### config.mk
export PLATFORM = sky130hd
export DESIGN_NAME = sscp_top
export DESIGN_NICKNAME = d
export VERILOG_FILES = /design/src/sscp_top.v
export VERILOG_INCLUDE_DIRS = /design/src
export SDC_FILE = /design/constraint.sdc
export NUM_CORES = 1
export LEC_CHECK = 0
export BUFFER_PORTS_ARGS = -buffer_cell sky130_fd_sc_hd__clkbuf_2
export CORE_MARGIN = 2
export CORE_UTILIZATION = 60
export DETAILED_ROUTE_END_ITERATION = 10
export PLACE_DENSITY = 0.87
export SETUP_SLACK_MARGIN = 0.02
export SLEW_MARGIN = 20
export SYNTH_ARGS = -nofsm -noshare
export SYNTH_HDL_FRONTEND = slang
export SYNTH_SLANG_ARGS = --single-unit
### constraint.sdc
create_clock -name mclk -period 7.1 [get_ports mclk]
set_clock_uncertainty 0.15 [all_clocks]
set_input_delay 1.42 -clock mclk [delete_from_list [all_inputs] [get_ports mclk]]
set_output_delay 1.42 -clock mclk [all_outputs]
set_load 0.1 [all_outputs]
### src/sscp_defs.vh
// constants for the synthesizer serial control port block
// assumes inclusion by sscp_top.v only; definitions only, no logic
`ifndef SSCP_DEFS_VH
`define SSCP_DEFS_VH

// ----------------------------------------------------------------
// register selectors (address nibble values)
// ----------------------------------------------------------------
`define SSCP_ADR_CTRL      4'h0
`define SSCP_ADR_REFH      4'h1
`define SSCP_ADR_MDIV      4'h2
`define SSCP_ADR_DAC       4'h3
`define SSCP_ADR_SDIVH     4'h4
`define SSCP_ADR_SREF      4'h5
`define SSCP_ADR_NONE      4'hf

// ----------------------------------------------------------------
// stream lengths in serial clocks
// ----------------------------------------------------------------
`define SSCP_LEN_CTRL      6'h08
`define SSCP_LEN_REFH      6'h10
`define SSCP_LEN_MDIV      6'h18
`define SSCP_LEN_ADDR      6'h20
`define SSCP_LEN_MAX       6'h21

// ----------------------------------------------------------------
// field positions
// ----------------------------------------------------------------
`define SSCP_ADR_HI        31
`define SSCP_ADR_LO        28
`define SSCP_C_OUTA_LVL    7
`define SSCP_C_OUTB_LVL    6
`define SSCP_C_OUTC_LVL    5
`define SSCP_C_SEC_SBY     2
`define SSCP_C_MAIN_SBY    1
`define SSCP_N_WIN_SEL     22
`define SSCP_SR_OUTA_HI    21
`define SSCP_SR_OUTA_LO    20

// ----------------------------------------------------------------
// reset values and fixed ratios
// ----------------------------------------------------------------
`define SSCP_CTRL_RST      8'h02
`define SSCP_ZERO8         8'h00
`define SSCP_ZERO16        16'h0000
`define SSCP_ZERO24        24'h00_0000
`define SSCP_SYNC_RST      12'h001
`define SSCP_SEC_WIN_RATIO 4'h8

// ----------------------------------------------------------------
// output a source selects
// ----------------------------------------------------------------
`define SSCP_OUTA_STATIC   2'h0
`define SSCP_OUTA_MTICK    2'h1
`define SSCP_OUTA_STICK    2'h2
`define SSCP_OUTA_PDPULSE  2'h3

`endif

### src/sscp_top.v
// serial control port and register logic of a dual loop synthesizer
// assumes serial pins and analog status inputs arrive asynchronous to mclk;
// the serial clock is far slower than mclk so that mclk sees its edges
`include "sscp_defs.vh"
`default_nettype none

module sscp_top
(
  input  wire        mclk,            // system clock
  input  wire        rstn,            // async reset, active low
  input  wire        port_select_n,   // serial select pin
  input  wire        serial_clk,      // serial clock pin
  input  wire        serial_data_in,  // serial data pin
  input  wire        main_lock_raw,   // main loop detector lock
  input  wire        sec_lock_raw,    // secondary loop detector lock
  input  wire        main_ref_tick,   // main reference counter out
  input  wire        sec_ref_tick,    // secondary reference counter out
  input  wire        pd_pulse,        // phase detector pulse indicator
  input  wire        mode_pin,        // mode strap pin
  input  wire        fout_ref,        // divided reference from aux counter
  input  wire        dp_main_i,       // dual pin (fout_n / main pol) in
  output reg         dp_main_o,       // dual pin out
  output reg         dp_main_oe,      // dual pin drive enable
  input  wire        dp_sec_i,        // dual pin (fout / sec pol) in
  output reg         dp_sec_o,        // dual pin out
  output reg         dp_sec_oe,       // dual pin drive enable
  output reg         main_pd_pol,     // main detector polarity, 1 positive
  output reg         sec_pd_pol,      // secondary detector polarity
  output reg         xref_mode,       // external reference oscillator mode
  output reg         sec_ref_fine,    // secondary ref in 0.5 steps
  output reg         lock_indicator,  // combined lock output
  output reg         lock_window_select, // main lock window select
  output reg  [3:0]  sec_win_ratio,   // secondary lock window ratio
  output reg  [7:0]  dac_out_first,   // first dac code
  output reg  [7:0]  dac_out_second,  // second dac code
  output reg         dac_first_lp,    // first dac low power
  output reg         dac_second_lp,   // second dac low power
  output reg         outa_o,          // output a level
  output reg         outb_o,          // output b level
  output reg         outb_oe,         // output b drive enable
  output wire        outc_o,          // output c level (always low)
  output reg         outc_oe,         // output c pull-down enable
  output reg         main_standby,    // main pll standby
  output reg         sec_standby,     // secondary pll standby
  output reg  [7:0]  control_o,       // control register contents
  output reg  [23:0] main_div_o,      // main divider ratio
  output reg  [15:0] main_ref_div_o,  // main reference divider ratio
  output reg  [15:0] sec_div_o,       // secondary divider ratio
  output reg  [23:0] sec_ref_o,       // secondary reference register
  output reg         ratio_load       // one pulse: new ratios applied
);

  // ----------------------------------------------------------------
  // input synchronisers
  // ----------------------------------------------------------------
  localparam NSYNC = 12;
  // select stages reset to its idle high level, so no false edge follows reset
  localparam [NSYNC-1:0] SYNC_RST = `SSCP_SYNC_RST;
  wire [NSYNC-1:0] async_in;        // raw pins gathered
  reg  [NSYNC-1:0] sync1_q;         // first stage, read by stage two only
  reg  [NSYNC-1:0] sync2_q;         // safe copies
  assign async_in = {dp_sec_i, dp_main_i, fout_ref, mode_pin, pd_pulse,
                     sec_ref_tick, main_ref_tick, sec_lock_raw,
                     main_lock_raw, serial_data_in, serial_clk,
                     port_select_n};

  genvar gi;
  generate
    for (gi = 0; gi < NSYNC; gi = gi + 1)
    begin : g_sync
      // two flops per pin, only stage two looks at stage one
      always @(posedge mclk or negedge rstn)
      begin
        if (!rstn)
        begin
          sync1_q[gi] <= SYNC_RST[gi];
          sync2_q[gi] <= SYNC_RST[gi];
        end
        else
        begin
          sync1_q[gi] <= async_in[gi];
          sync2_q[gi] <= sync1_q[gi];
        end
      end
    end
  endgenerate
  wire sel_n_s  = sync2_q[0];       // select, active low
  wire sclk_s   = sync2_q[1];
  wire sdi_s    = sync2_q[2];
  wire mlock_s  = sync2_q[3];
  wire slock_s  = sync2_q[4];
  wire mtick_s  = sync2_q[5];
  wire stick_s  = sync2_q[6];
  wire pdp_s    = sync2_q[7];
  wire mode_s   = sync2_q[8];
  wire fref_s   = sync2_q[9];
  wire dpm_s    = sync2_q[10];
  wire dps_s    = sync2_q[11];
  // output c is open drain: only ever pulls low
  assign outc_o = 1'b0;

  // ----------------------------------------------------------------
  // serial edge detection and shifter
  // ----------------------------------------------------------------
  reg         sclk_d_q;             // previous serial clock
  reg         sel_d_q;              // previous select
  reg  [31:0] shift_q;              // input shift register
  reg  [5:0]  cnt_q;                // clocks seen, saturates
  reg         desync_q;             // port out of step with master
  wire sclk_rise = sclk_s & ~sclk_d_q;
  wire sel_rise  = sel_n_s & ~sel_d_q;
  wire sel_move  = sel_n_s ^ sel_d_q;
  // a select move with clock high spoils the burst; idle low clock
  // with select high brings the port back
  wire desync_set = sel_move & sclk_s;
  wire resync     = sel_n_s & ~sclk_s;
  always @(posedge mclk or negedge rstn)
  begin
    if (!rstn)
    begin
      sclk_d_q <= 1'b0;
      sel_d_q  <= 1'b1;
      desync_q <= 1'b0;
    end
    else
    begin
      sclk_d_q <= sclk_s;
      sel_d_q  <= sel_n_s;
      if (desync_set)
        desync_q <= 1'b1;
      else if (resync)
        desync_q <= 1'b0;
    end
  end
  // shifting only while selected and in step; msb enters first
  always @(posedge mclk or negedge rstn)
  begin
    if (!rstn)
    begin
      shift_q <= 32'h0000_0000;
      cnt_q   <= 6'h00;
    end
    else if (sel_rise)
    begin
      cnt_q <= 6'h00;
    end
    else if (!sel_n_s && !desync_q && !desync_set && sclk_rise)
    begin
      shift_q <= {shift_q[30:0], sdi_s};
      if (cnt_q != `SSCP_LEN_MAX)
        cnt_q <= cnt_q + 6'h01;
    end
    else if (sel_n_s)
    begin
      cnt_q <= 6'h00;
    end
  end
  // ----------------------------------------------------------------
  // target decode
  // ----------------------------------------------------------------
  // short streams reach only control, ref hold and main divider
  function [3:0] sscp_target;
    input [5:0] len;
    input [3:0] nib;
    begin
      case (len)
        `SSCP_LEN_CTRL: sscp_target = `SSCP_ADR_CTRL;
        `SSCP_LEN_REFH: sscp_target = `SSCP_ADR_REFH;
        `SSCP_LEN_MDIV: sscp_target = `SSCP_ADR_MDIV;
        `SSCP_LEN_ADDR:
          if (nib <= `SSCP_ADR_SREF)
            sscp_target = nib;
          else
            sscp_target = `SSCP_ADR_NONE;
        default: sscp_target = `SSCP_ADR_NONE;
      endcase
    end
  endfunction
  // commit only on a clean select rise with the clock low
  wire       commit = sel_rise & ~sclk_s & ~desync_q;
  wire [3:0] target = sscp_target(cnt_q,
                        shift_q[`SSCP_ADR_HI:`SSCP_ADR_LO]);
  // ----------------------------------------------------------------
  // programmable registers
  // ----------------------------------------------------------------
  reg [7:0]  control_q;             // control bits
  reg [15:0] ref_hold_q;            // main ref divider holding
  reg [23:0] main_div_q;            // main divider
  reg [15:0] dac_q;                 // dac codes
  reg [15:0] sec_div_hold_q;        // secondary divider holding
  reg [23:0] sec_ref_q;             // secondary reference
  reg [15:0] main_ref_div_q;        // active main ref ratio
  reg [15:0] sec_div_q;             // active secondary ratio
  reg        load_q;                // ratios just applied

  // payload is right justified, so the low bits always carry it
  always @(posedge mclk or negedge rstn)
  begin
    if (!rstn)
    begin
      control_q      <= `SSCP_CTRL_RST;
      ref_hold_q     <= `SSCP_ZERO16;
      main_div_q     <= `SSCP_ZERO24;
      dac_q          <= `SSCP_ZERO16;
      sec_div_hold_q <= `SSCP_ZERO16;
      sec_ref_q      <= `SSCP_ZERO24;
      main_ref_div_q <= `SSCP_ZERO16;
      sec_div_q      <= `SSCP_ZERO16;
      load_q         <= 1'b0;
    end
    else
    begin
      load_q <= 1'b0;
      if (commit)
      begin
        case (target)
          `SSCP_ADR_CTRL:  control_q      <= shift_q[7:0];
          `SSCP_ADR_REFH:  ref_hold_q     <= shift_q[15:0];
          `SSCP_ADR_MDIV:
          begin
            main_div_q     <= shift_q[23:0];
            main_ref_div_q <= ref_hold_q;
            sec_div_q      <= sec_div_hold_q;
            load_q         <= 1'b1;
          end
          `SSCP_ADR_DAC:   dac_q          <= shift_q[15:0];
          `SSCP_ADR_SDIVH: sec_div_hold_q <= shift_q[15:0];
          `SSCP_ADR_SREF:  sec_ref_q      <= shift_q[23:0];
          default:         load_q         <= 1'b0;
        endcase
      end
    end
  end

  // ----------------------------------------------------------------
  // lock, dac and general outputs
  // ----------------------------------------------------------------
  wire       m_sby = control_q[`SSCP_C_MAIN_SBY];
  wire       s_sby = control_q[`SSCP_C_SEC_SBY];
  wire [1:0] a_sel = {sec_ref_q[`SSCP_SR_OUTA_HI],
                      sec_ref_q[`SSCP_SR_OUTA_LO]};

  // all outputs but the constant outc_o registered; lock reads low until detected
  always @(posedge mclk or negedge rstn)
  begin
    if (!rstn)
    begin
      lock_indicator     <= 1'b0;
      lock_window_select <= 1'b0;
      sec_win_ratio      <= `SSCP_SEC_WIN_RATIO;
      dac_out_first      <= `SSCP_ZERO8;
      dac_out_second     <= `SSCP_ZERO8;
      dac_first_lp       <= 1'b1;
      dac_second_lp      <= 1'b1;
      outa_o             <= 1'b0;
      outb_o             <= 1'b0;
      outb_oe            <= 1'b0;
      outc_oe            <= 1'b1;
      main_standby       <= 1'b1;
      sec_standby        <= 1'b0;
      control_o          <= `SSCP_CTRL_RST;
      main_div_o         <= `SSCP_ZERO24;
      main_ref_div_o     <= `SSCP_ZERO16;
      sec_div_o          <= `SSCP_ZERO16;
      sec_ref_o          <= `SSCP_ZERO24;
      ratio_load         <= 1'b0;
      main_pd_pol        <= 1'b1;
      sec_pd_pol         <= 1'b1;
      dp_main_o          <= 1'b0;
      dp_main_oe         <= 1'b0;
      dp_sec_o           <= 1'b0;
      dp_sec_oe          <= 1'b0;
      xref_mode          <= 1'b0;
      sec_ref_fine       <= 1'b0;
    end
    else
    begin
      // standby loops drop out of the and
      if (m_sby && s_sby)
        lock_indicator <= 1'b0;
      else if (m_sby)
        lock_indicator <= slock_s;
      else if (s_sby)
        lock_indicator <= mlock_s;
      else
        lock_indicator <= mlock_s & slock_s;
      lock_window_select <= main_div_q[`SSCP_N_WIN_SEL];
      sec_win_ratio      <= `SSCP_SEC_WIN_RATIO;
      dac_out_first      <= dac_q[7:0];
      dac_out_second     <= dac_q[15:8];
      dac_first_lp       <= (dac_q[7:0] == `SSCP_ZERO8);
      dac_second_lp      <= (dac_q[15:8] == `SSCP_ZERO8);
      // event sources rest low and pulse high as they arrive
      case (a_sel)
        `SSCP_OUTA_STATIC: outa_o <= control_q[`SSCP_C_OUTA_LVL];
        `SSCP_OUTA_MTICK:  outa_o <= mtick_s;
        `SSCP_OUTA_STICK:  outa_o <= stick_s;
        default:           outa_o <= pdp_s;
      endcase
      // output b: level while active, floats in main standby or mode high
      outb_o  <= control_q[`SSCP_C_OUTB_LVL];
      outb_oe <= ~m_sby & ~mode_s;
      outc_oe <= ~control_q[`SSCP_C_OUTC_LVL];
      main_standby   <= m_sby;
      sec_standby    <= s_sby;
      control_o      <= control_q;
      main_div_o     <= main_div_q;
      main_ref_div_o <= main_ref_div_q;
      sec_div_o      <= sec_div_q;
      sec_ref_o      <= sec_ref_q;
      ratio_load     <= load_q;
      xref_mode      <= mode_s & control_q[`SSCP_C_OUTB_LVL];
      sec_ref_fine   <= mode_s;
      // dual purpose pins: differential ref out, or polarity in
      if (mode_s)
      begin
        dp_main_oe  <= 1'b0;
        dp_sec_oe   <= 1'b0;
        main_pd_pol <= dpm_s;
        sec_pd_pol  <= dps_s;
        dp_main_o   <= 1'b0;
        dp_sec_o    <= 1'b0;
      end
      else
      begin
        dp_main_oe  <= 1'b1;
        dp_sec_oe   <= 1'b1;
        dp_sec_o    <= fref_s;
        dp_main_o   <= ~fref_s;
        main_pd_pol <= 1'b1;
        sec_pd_pol  <= 1'b1;
      end
    end
  end

endmodule

`default_nettype wire

# Word level (Yosys, flattened, before mapping)

Cells that the tools add are included.

Add/subtract/negate cells: 1
$mul: 0
Div/mod/pow operators: 0
$lt $le $gt $ge: 1
Eq/ne operators: 13
Shifts and indexed selects: 0
Mux-type cells: 19
Bitwise operators: 19
Reductions and logical operators: 21

Operators by type and width:

| cell                                                                     | count |
|---|---|
| 6-bit two-way mux                                                        | 4 |
| 8-bit zero test                                                          | 2 |
| 4-bit one-hot mux with 4 select lines                                    | 1 |
| 2-bit AND reduction                                                      | 8 |
| 6-bit by 5-bit equality test with 1-bit output (second input constant)   | 2 |
| 1-bit two-way mux                                                        | 12 |
| 1-bit bitwise AND                                                        | 9 |
| 1-bit inverter                                                           | 9 |
| 4-bit by 2-bit equality test with 1-bit output (second input constant)   | 2 |
| 4-bit by 3-bit equality test with 1-bit output (second input constant)   | 2 |
| 6-bit by 1-bit adder with 6-bit output (second input constant)           | 1 |
| 6-bit by 4-bit equality test with 1-bit output (second input constant)   | 1 |
| 6-bit equality test (second input constant)                              | 1 |
| 6-bit inequality test (second input constant)                            | 1 |
| 4-bit by 1-bit equality test with 1-bit output (second input constant)   | 1 |
| 4-bit by 3-bit <= comparator with 1-bit output (second input constant)   | 1 |
| 1-bit logical AND                                                        | 4 |
| 4-bit zero test                                                          | 1 |
| 4-bit two-way mux                                                        | 1 |
| 1-bit zero test                                                          | 3 |
| 3-bit by 2-bit inequality test with 1-bit output (second input constant) | 1 |
| 1-bit one-hot mux with 3 select lines                                    | 1 |
| 3-bit nonzero test                                                       | 1 |
| 2-bit by 1-bit equality test with 1-bit output (second input constant)   | 1 |
| other kinds (4)                                                          | 4 |

Bits in registers: 324
Latch bits: 0
Memory bits (writable): 0
Memory bits (read-only): 0
Input bits: 14
Output and inout port bits: 128
Logic and storage cells: 137
Memories kept: 0

# Depth between registers and ports, before layout

Gate-level depths: netlist (run 1).

Word-level depth: 7
Mapped depth: 8
Gate-level depth less buffers: 6

# Worst setup path before layout (run 1)

Ideal clock, no wire load.

Kind: reg2out
Start point: register control_o[2]
End point: output port control_o[2]
Arrival time: 1324 ps
Data required time: 5530 ps
Slack: 4206 ps
Cell stages (with the launch flop): 2
Buffers on the path: 1
Cell sequence: dfrtp_1 -> buf_4

RTL lines:

| what                   | RTL line       | source |
|---|---|---|
| start, declared        | sscp_top.v:45  | `output reg [7:0] control_o,` |
| start signal, assigned | sscp_top.v:261 | `` control_o <= `SSCP_CTRL_RST; `` |
| start signal, assigned | sscp_top.v:306 | `control_o <= control_q;` |

No word-level cell between the ends.

# Worst setup path in the final report (run 1)

Start point: register cnt_q[0]
End point: register sec_ref_q[21]

Word-level cells in the longest chain between the ends: 4
Elaborated cells on any way between the ends: 7
Classes of those cells: eq/ne: 5; mux: 1; reduce/logical: 1

RTL lines:

| what                                               | RTL line       | source |
|---|---|---|
| start, declared                                    | sscp_top.v:108 | `reg [5:0] cnt_q;` |
| start signal, assigned                             | sscp_top.v:151 | `cnt_q <= cnt_q + 6'h01;` |
| 6-bit equality test (tied with other cells)        | sscp_top.v:166 | `case (len)` |
| 4-bit one-hot mux with 4 select lines (*)          | sscp_top.v:166 |  |
| 4-bit by 3-bit equality test with 1-bit output (*) | sscp_top.v:216 | `case (target)` |
| 2-bit AND reduction (no line) (*)                  | n/a            |  |
| end signal, assigned                               | sscp_top.v:206 | `` sec_ref_q <= `SSCP_ZERO24; `` |
| end signal, assigned                               | sscp_top.v:228 | `` `SSCP_ADR_SREF: sec_ref_q <= shift_q[23:0]; `` |
| end, declared                                      | sscp_top.v:191 | `reg [23:0] sec_ref_q;` |

Mark *: on every way between the ends. The rest lies on a longest branch, timed or not.
A chain may end at the register's enable or synchronous reset.

==> results of run 1 <==
[cell usage in the layout, fill, tap and decap left out, types with 5 or more instances in the layout]
| cell type | instances |
|---|---|
| dfrtp_1 | 310 |
| mux2_2 | 162 |
| clkbuf_2 | 135 |
| clkbuf_16 | 31 |
| clkbuf_8 | 10 |
| dfstp_2 | 10 |
| inv_1 | 9 |
| nor2_1 | 9 |
| nand3_1 | 7 |
| mux2_1 | 6 |
| clkbuf_1 | 6 |
| conb_1 | 5 |
[layout make-up]
type | instances | share of cell area [%]
clock inverter | 5 | 0.6136
tap | 229 | 2.266
sequential | 320 | 63.44
timing repair buffer | 141 | 5.859
inverter | 9 | 0.2672
clock buffer | 47 | 7.403
multi-input combinational | 250 | 20.15
[state kept, by name, summed over array words and instances, names as in the netlist, 8 cells and up]
name and cells:
sync1_q 12, sec_div_q 16, main_div_o 24, main_ref_div_o 16, dac_out_first 8, sec_div_o 16, control_q 8, main_div_q 24
dac_out_second 8, dac_q 16, control_o 8, shift_q 32, ref_hold_q 16, main_ref_div_q 16, sec_ref_q 24, sec_ref_o 24
sec_div_hold_q 16
[cells by family (layout without fill, tap and decap cells)]
group / after synthesis / count (layout) / synth area share [%]
DFF: 320 / 320 / 74.38
muxes: 169 / 169 / 17.75
and+or+nand+nor: 44 / 44 / 2.936
buffers and inverters: 37 / 202 / 2.170
AOI/OAI and AO/OA: 28 / 28 / 2.228
adders and majority gates: 4 / 4 / 0.4642
other: 2 / 5 / 0.06965
[synthesized netlist by cell type (6+ instances only)]
library cell  number
buf_6              6
inv_1              9
nand3_1            7
mux2_2           162
nor2_1            10
buf_2             10
dfrtp_1          310
mux2_1             6
dfstp_2           10
buf_4             10
[report_power, final]
group	internal (mW)	switching, mW	leakage, nW
logic	0.0141	0.0732	1.85
registers	1.84	0.0176	4.37
clock network	0.969	0.635	0.497
[per-layer routing]
metal	global-route usage [%]	up-vias
li1	-	2393
met1	29.76	2899
met2	36.37	180
met3	4.399	51
met4	6.767	0
met5	0	-
[worst max-delay path, cell delays in order, from the launching register on]
cell	delay (ps)
dfrtp_1	420
inv_1	100
ha_1	140
nor2b_1	520
o2111ai_4	250
nor4_4	930
buf_4	360
mux2_2	360
[stage by stage]
stage / area (µm²) / instances / setup WS, ps / hold WS [ps] / total power [mW]
after CTS: 12640 / 1001 / 3760 / 196.2 / 3.582
after global routing: 12640 / 1001 / 3563 / 206.2 / 3.672
final: 12640 / 1001 / 3749 / 194.7 / 3.549
after global placement: 11620 / 948 / 3964 / 183.0 / 1.976
after floorplan: 10790 / 607 / 4206 / 181.2 / 1.931
after detailed placement: 11630 / 949 / 3774 / 184.7 / 1.980
[worst paths after layout]
check / end / slack [ps] / depth (start not counted)
setup / recovery: sec_ref_q[21] / 3750 / 7
hold / removal: stick_s / 190 / 0
setup reg to reg: sec_ref_q[21] / 3750 / 7
hold reg to reg: stick_s / 190 / 0
max in group asynchronous: main_div_q[13] / 4520 / 2
min in group asynchronous: dp_sec_oe / 820 / 1
==> run metrics, run 1 <==
status finished clean; Worst setup SP type flip-flop; met3 WL 1.082 mm; Area Growth Syn to Fin 17.24%; Rel. slew slack 32.85%; Initial DRC Count 312; Post-CTS Setup Bufs 0; flops & latches, synth 320; final period utilization 47.20%; Cell Area, Synth 10780 µm²; Least-Margin Pin Slew 999.8 ps; RR Startpoint cnt_q[0]; Fin. Hold Viols 0; Initial Utilization 60.65%; synthesized instance count 604; Slew Limit Fails 0; die width 138.1 µm; met2 wire length 10.09 mm; largest net degree at the start of global routing 188; Diodes inserted 0; DRT met1 WL 8.393 mm; Yosys top cell by area dfrtp_1; CTS buffer count 30; Core Region 17780 µm²; sequential area share after synthesis 74.38%; die area 19060 µm²; synth top area cells dfrtp_1 (72%), mux2_2 (17%), dfstp_2 (2.4%); Top Layer Used met4; vias in the first global route 6047; clk sinks 320; I/O Buffers 136; Detailed Routing Iterations Pass 1 4; Worst EP arrival 3620 ps; VDD IR-drop max 0.2083 mV; initial antenna violation count 0; Die H 138.1 µm; FF+latch area 8020 µm²; CTS Root Cell clkbuf_16; DRC errors left 0; Worst-path clk slew 60 ps; Hold/Removal Path Class reg2reg; CP endpoint kind flip-flop; Ys Warns 0; H-tree levels 1; leakage power 6.719 nW; Setup CP Type reg2reg; Clk Latency, worst-skew pair 540 ps; Hold Crit Start sync1_q[6]; Yosys cell types 48; Primary FF master, synth dfrtp_1; DR vias 5523; # rows 49; CTS tree done; Final setup violation count 0; critical path peak fanout 13; Avg Cell Area, Syn 17.85 µm²; Post-synth ARST share 100.0%; DP HPWL 12.09 mm; gpl congestion 0.8235; Clock Tree Buf Depth 3; Yosys top cell area share 71.94%; residual antenna-violating net count after detailed routing 0; final net count 770; CTS hold repair buffers 0; Pwr Density 280.7 nW/µm²; max-cap viol count 0; Post-synth EDFFs 0; Post-Route WL 20.08 mm; required time worst endpoint 7370 ps; first-pass GRT wire length 33.31 mm; Multi-input gate area 2547 µm²; DR vias/cell 5.517; Core Util, Final 71.10%; Post-CTS Resized 0; fmax 298.4 MHz; Crit. Startpoint cnt_q[0]; Fillers 1068; fraction of layout cells with a size suffix above 1 48.32%; setup TNS 0 ps; routed len/inst 20.06 µm; io pins 142; unrepaired setup endpoints after global routing false; Total GRT Usage 21.86%; grt ovf 0; Min Clock Period, post-route 3351 ps
Power figures use the tool's default switching activity.
==> inputs of run 2 (changes only) <==
--- a/config.mk
+++ b/config.mk
@@ -6,11 +6,12 @@
 export SDC_FILE = /design/constraint.sdc
 export NUM_CORES = 1
 export LEC_CHECK = 0
+export ABC_AREA = 1
 export BUFFER_PORTS_ARGS = -buffer_cell sky130_fd_sc_hd__clkbuf_2
 export CORE_MARGIN = 2
-export CORE_UTILIZATION = 60
+export CORE_UTILIZATION = 57
 export DETAILED_ROUTE_END_ITERATION = 10
-export PLACE_DENSITY = 0.87
+export PLACE_DENSITY = 0.84
 export SETUP_SLACK_MARGIN = 0.02
 export SLEW_MARGIN = 20
 export SYNTH_ARGS = -nofsm -noshare
==> constraint.sdc (replaced) <==
create_clock -name mclk -period 3.12 [get_ports mclk]
set_clock_uncertainty 0.15 [all_clocks]
set_input_delay 0.624 -clock mclk [delete_from_list [all_inputs] [get_ports mclk]]
set_output_delay 0.624 -clock mclk [all_outputs]
set_load 0.1 [all_outputs]
==> run metrics, run 2 <==
delay-heaviest family, CP simple AND/OR/NAND/NOR gates; crit path max-delay cell type dfrtp_1; worst reg-to-reg path cell count 12 (+5); flops & latches, synth 320 (unchanged); Post-Route WL 21.02 mm (+4.7%); Primary FF master, synth dfrtp_1; Pwr Total 8.209 mW (+130%); grt ovf 0 (unchanged); routed len/inst 15.13 µm (-25%); Ys Warns 0 (unchanged); Post-synth EDFFs 0 (unchanged); initial antenna violation count 0 (unchanged); CTS Root Cell clkbuf_16; die width 143.0 µm (+3.6%); first-pass GRT wire length 34.64 mm (+4.0%); Cell Chain, Critical Path inv_1 > ha_1 > inv_1 > nor2_1 > nand2_2 > nor2_2 > nor2_2 > nand2_4 > nor2_4 > nand2_1 > nand2_1 > nand2_1; Min Clock Period, post-route 2636 ps (-715.1 ps); max FFs per register 32 (unchanged); CTS tree done; DR vias/cell 5.140 (-6.8%); required time worst endpoint 3400 ps (-3970 ps); RR Startpoint cnt_q[0]; gpl congestion 0.8342 (+1.3%); Hold Crit Start sec_ref_tick; Cell Area, Synth 11010 µm² (+2.1%); Post-CTS Setup Bufs 0 (unchanged); io pins 142 (unchanged); Clock Tree Buf Depth 3 (unchanged); most frequent cells in the layout nand2_1 (376), dfrtp_1 (310), clkbuf_2 (135); commonest non-fill, non-tap cell in the layout nand2_1; I/O Buffers 136 (unchanged); post-synthesis mux area share 0% (-18 points); Worst EP arrival 2920 ps (-700 ps); VDD IR-drop max 0.5306 mV (+150%); Clk Latency, worst-skew pair 550 ps (about the same); Worst R2R Setup Slack 480 ps (-3260 ps); largest family of logic cells by synthesized area simple AND/OR/NAND/NOR gates; synth top area cells dfrtp_1 (70%), nand2_1 (13%), dfstp_2 (2.4%); xor/xnor cell area share of the yosys netlist 0.1590% (+0.16 points); fraction of layout cells with a size suffix above 1 20.90% (-27 points); CP endpoint kind flip-flop; Hold/Removal Path Class in2reg; Post-Place Cell Area 11840 µm² (+1.8%); Yosys top cell area share 70.43% (-1.5 points); Diodes inserted 0 (unchanged); Post-Synth Simple-Gate Area 18.95% (+16 points); Initial Utilization 58.49% (-2.2 points); most numerous cell in the Yosys netlist nand2_1; Worst setup SP type flip-flop; setup TNS 0 ps (unchanged); DRC errors left 0 (unchanged); Post-synth ARST share 100.0% (unchanged); Yosys top cell by area dfrtp_1; critical path peak fanout 19 (+6); leakage power 7.060 nW (+5.1%); status finished clean; Detailed Routing Iterations Pass 1 5 (+1); Core Region 18830 µm² (+5.9%); Initial DRC Count 596 (+91%); Worst-path clk slew 60 ps (about the same); Rel. slew slack 57.13% (+24 points); Total GRT Usage 21.34% (-0.52 points); residual antenna-violating net count after detailed routing 0 (unchanged); Crit. Startpoint cnt_q[0]; Fin. Hold Viols 0 (unchanged); DP HPWL 13.27 mm (+9.7%); critical path buffer and inverter count 2 (unchanged); Setup CP Type reg2reg; final non-filler cell area 12910 µm² (+2.1%); die area 20450 µm² (+7.3%); commonest cells in the netlist nand2_1 (376), dfrtp_1 (310), inv_1 (49), o21ai_0 (49), nand3_1 (33); fmax 379.4 MHz (+27%); DR vias 7140 (+29%); final period utilization 84.48% (+37 points); CTS buffer count 30 (unchanged); Reg with most FFs shift_q; final net count 1125 (+46%); # rows 50 (+2.0%); Crit path depth 12 (+5); synthesized instance count 968 (+60%); Yosys cell types 32 (-33%); Pwr Density 635.9 nW/µm² (+130%); Max stage delay on crit path 420 ps (-510 ps); Core Util, Final 68.55% (-2.6 points); clk sinks 320 (unchanged); Fillers 1297 (+21%); Final setup violation count 0 (unchanged); vias in the first global route 6949 (+15%); Area Growth Syn to Fin 17.20% (about the same); Least-Margin Pin Slew 641.5 ps (-358.3 ps); cell mode on critical path nand2_1; Die H 143.0 µm (+3.6%); Slew Limit Fails 0 (unchanged); Avg Cell Area, Syn 11.38 µm² (-36%); compound-gate portion of the synthesized area 2.988% (+0.76 points); unrepaired setup endpoints after global routing false; Adder-Cell Fraction of Synth Area 0.4544% (-0.0098 points); Hold Path Depth 1 (+1); H-tree levels 1 (unchanged); sequential area share after synthesis 72.82% (-1.6 points); max-cap viol count 0 (unchanged); largest net degree at the start of global routing 88 (-53%)
run 2: changes by cell type in the layout (fill, tap and decap cells not counted), moves of 5 or more:
cell,before,now
nand3_1,7,33
nand4_1,1,23
nand2_1,0,376
mux2_1,6,0
inv_1,9,49
nor2_1,9,17
mux2_2,162,0
o21ai_1,0,10
nor2_2,0,5
o21ai_0,3,49
run 2: worst paths after layout:
path | to
min in group asynchronous | main_ref_div_q[13]
min reg2reg | pdp_s
max reg2reg | control_q[3]
max | control_q[3]
min | sync1_q[6]
max in group asynchronous | control_o[1]
run 2: cell families (layout without fill, tap and decap cells):
group | count (synthesis) | count (layout)
AOI/OAI and AO/OA | 64 | 64
and+or+nand+nor | 480 | 480
other | 2 | 5
buffers and inverters | 96 | 254
DFF | 320 | 320
xor gates and xnor gates | 2 | 2
adders and majority gates | 4 | 4
run 2: final cells by class:
cell class              count  area, µm²  area share, %
multi-input cells         555       2510          19.44
well taps                 260      325.3          2.520
repair buffers            148      810.8          6.281
flip-flops and latches    320       8020          62.13
clock buffers              42      885.9          6.862
clock inverters            12      161.4          1.250
inverters                  52      195.2          1.512
run 2: per-stage QoR:
step / hold slack, ps / setup WS (ps) / instances
after CTS: 9.515 / 492.0 / 1389
after global placement: 181.6 / 627.5 / 1333
after floorplan: 178.4 / 1022 / 971
final: 22.32 / 484.3 / 1389
after detailed placement: 184.7 / 539.5 / 1333
after global routing: 8.957 / 241.4 / 1389
run 2: what timing repair did:
item / 4_1_cts / 5_1_grt
hold buffers: 2 / 0
gates resized for setup: 0 / 0
endpoints found under the hold margin: 56 / 0
run 2: worst reg2reg max path, cell delays in order (launching register included):
cell and delay [ps]:
dfrtp_1 420, inv_1 110, ha_1 250, inv_1 60, nor2_1 50, nand2_2 120, nor2_2 40, nor2_2 220
nand2_4 210, nor2_4 400, nand2_1 280, nand2_1 140, nand2_1 70
run 2: routing by layer:
layer	up-vias	part of all wire (%)	GRT usage, %
met2	255	47	34.30
li1	3324	-	-
met5	-	0	0
met3	75	6.6	3.789
met1	3486	42	28.99
met4	0	4.4	9.276
run 2: where the power goes:
| group | internal (mW) | switching, mW | total (mW) |
|---|---|---|---|
| logic | 0.0347 | 0.183 | 0.218 |
| clock network | 2.23 | 1.50 | 3.73 |
| registers | 4.19 | 0.0686 | 4.26 |
| total | 6.46 | 1.75 | 8.21 |
==> inputs of run 3 (changes only) <==
--- a/config.mk
+++ b/config.mk
@@ -9,9 +9,9 @@
 export ABC_AREA = 1
 export BUFFER_PORTS_ARGS = -buffer_cell sky130_fd_sc_hd__clkbuf_2
 export CORE_MARGIN = 2
-export CORE_UTILIZATION = 57
+export CORE_UTILIZATION = 51
 export DETAILED_ROUTE_END_ITERATION = 10
-export PLACE_DENSITY = 0.84
+export PLACE_DENSITY = 0.8
 export SETUP_SLACK_MARGIN = 0.02
 export SLEW_MARGIN = 20
 export SYNTH_ARGS = -nofsm -noshare
==> constraint.sdc (replaced) <==
create_clock -name mclk -period 2.2 [get_ports mclk]
set_clock_uncertainty 0.15 [all_clocks]
set_input_delay 0.44 -clock mclk [delete_from_list [all_inputs] [get_ports mclk]]
set_output_delay 0.44 -clock mclk [all_outputs]
set_load 0.1 [all_outputs]
==> run metrics, run 3 (synthesized netlist as in run 2, its figures left out) <==
fraction of layout cells with a size suffix above 1 23.70% (+2.8 points); final period utilization 97.71% (+13 points); CTS buffer count 30 (unchanged); Fin. Hold Viols 0 (unchanged); Worst-path clk slew 60 ps (about the same); DR vias 7238 (+1.4%); Initial Utilization 52.23% (-6.3 points); Slew Limit Fails 0 (unchanged); required time worst endpoint 2480 ps (-920 ps); residual antenna-violating net count after detailed routing 0 (unchanged); Multi-input gate area 2629 µm² (+4.7%); VDD IR-drop max 0.6515 mV (+23%); Min Clock Period, post-route 2150 ps (-486.1 ps); Fin Hold WS 196.5 ps (+174.2 ps); Pwr Density 846.4 nW/µm² (+33%); I/O Buffers 136 (unchanged); CTS tree done; H-tree levels 1 (unchanged); gpl congestion 0.8637 (+3.5%); busiest layer in global routing met2; routed len/inst 15.94 µm (+5.3%); vias in the first global route 6822 (-1.8%); Core Region 21090 µm² (+12%); Placed Cells 1363 (+2.3%); Area Growth Syn to Fin 23.24%; leakage power 7.327 nW (+3.8%); FF-to-FF End dac_q[2]; status finished clean; largest net degree at the start of global routing 55 (-38%); Worst R2R Setup Slack 50 ps (-430 ps); FF+latch area 8021 µm² (about the same); Reg with most FFs shift_q; Fillers 1546 (+19%); Clk Latency, worst-skew pair 550 ps (about the same); Non-Filler Instances 1452 (+4.5%); io pins 142 (unchanged); Setup CP Type reg2reg; commonest non-fill, non-tap cell in the layout nand2_1; DP HPWL 13.83 mm (+4.3%); max FFs per register 32 (unchanged); Worst Hold Path EP sclk_s; DRC errors left 0 (unchanged); RR Startpoint sel_n_s; Hold Crit Start sync1_q[1]; die width 151.0 µm (+5.6%); Post-Place Cell Area 12060 µm² (+1.8%); final non-filler cell area 13570 µm² (+5.2%); met3 global-route usage 2.952% (-0.84 points); critical path peak fanout 8 (-11); final net count 1171 (+4.1%); grt ovf 0 (unchanged); setup TNS 0 ps (unchanged); max-cap viol count 0 (unchanged); initial antenna violation count 0 (unchanged); Crit. Startpoint sel_n_s; CP endpoint kind flip-flop; Detailed Routing Iterations Pass 1 5 (unchanged); clk sinks 320 (unchanged); Hold Path Depth 0 (-1); Worst setup SP type flip-flop; DR vias/cell 4.985 (-3.0%); Clock Tree Buf Depth 3 (unchanged); Least-Margin Pin Slew 553.9 ps (-87.62 ps); grt met1 use 27.56% (-1.4 points); Post-Route WL 23.14 mm (+10%); fmax 465.2 MHz (+23%); Hold/Removal Path Class reg2reg; Total GRT Usage 19.44% (-1.9 points); Rel. slew slack 63.23% (+6.1 points); Final setup violation count 0 (unchanged); worst reg-to-reg path cell count 9 (-3); first-pass GRT wire length 34.76 mm (+0.34%); unrepaired setup endpoints after global routing true; Worst EP arrival 2430 ps (-490 ps); most frequent cells in the layout nand2_1 (374), dfrtp_1 (309), clkbuf_2 (135); # rows 53 (+6.0%); Diodes inserted 0 (unchanged); met2 usage 31.05% (-3.3 points); CTS Root Cell clkbuf_16; Die H 151.0 µm (+5.6%); Initial DRC Count 453 (-24%); die area 22790 µm² (+11%)
[run 3: cell types whose count changed in the layout (fill, tap and decap cells not counted), moves of 5 or more]
cell / change
buf_4: +13
buf_12: +11
dlygate4sd3_1: +11
clkbuf_16: +5
[run 3: worst max-delay path, stage by stage, from the launching register on]
cell and delay [ps]:
dfstp_2 570, ha_2 210, inv_1 60, nor3_2 90, buf_4 190, nand2_8 100
nor2_8 260, nand3_4 190, nand2_1 140, nand2_1 70
[run 3: per-layer routing]
metal | part of all wire, % | vias to the layer above
met5 | 0 | -
met4 | 2.8 | 0
met3 | 6.1 | 45
met2 | 49 | 220
met1 | 42 | 3558
li1 | - | 3415
[run 3: cell type report]
cell class	count	area share (%)
Inverter	52	1.493
Timing Repair Buffer	191	10.19
Clock inverter	11	0.6268
Tap cell	275	2.535
Sequential cell	320	59.09
Clock buffer	45	6.692
Multi-Input combinational cell	558	19.37
[run 3: per-stage QoR]
| stage | utilization [%] | power [mW] | worst slack (ps) |
|---|---|---|---|
| after floorplan | - | 6.263 | 123.3 |
| after global placement | 57.19 | 6.488 | 16.90 |
| after detailed placement | 57.19 | 6.496 | -94.99 |
| after CTS | 62.79 | 11.57 | 22.61 |
| after global routing | 64.37 | 11.88 | -32.90 |
| final | 64.37 | 11.49 | 50.39 |
[run 3: repair_timing]
action | in CTS | in global routing
gates cloned | 0 | 9
setup buffers | 4 | 7
resized for setup | 6 | 27
hold buffers | 13 | 0
pin swaps | 4 | 9
setup endpoints to repair | 112 | 135
endpoints found under the hold margin | 58 | 0
[run 3: how the worst max path moves through the flow]
stage / to / slack [ps] / depth (start not counted)
final: dac_q[2] / 50 / 9
after global routing: sec_div_hold_q[4] / -30 / 10
after CTS: sec_div_hold_q[11] / 20 / 11
after detailed placement: control_q[0] / -90 / 12
after global placement: control_q[4] / 20 / 12
after floorplan: sec_div_hold_q[5] / 120 / 12
[run 3: report_power, final]
part / switching, mW / leakage [nW] / internal [mW]
registers: 0.106 / 4.37 / 5.95
logic: 0.271 / 2.47 / 0.0826
clock network: 2.12 / 0.492 / 2.96
total: 2.50 / 7.33 / 8.99
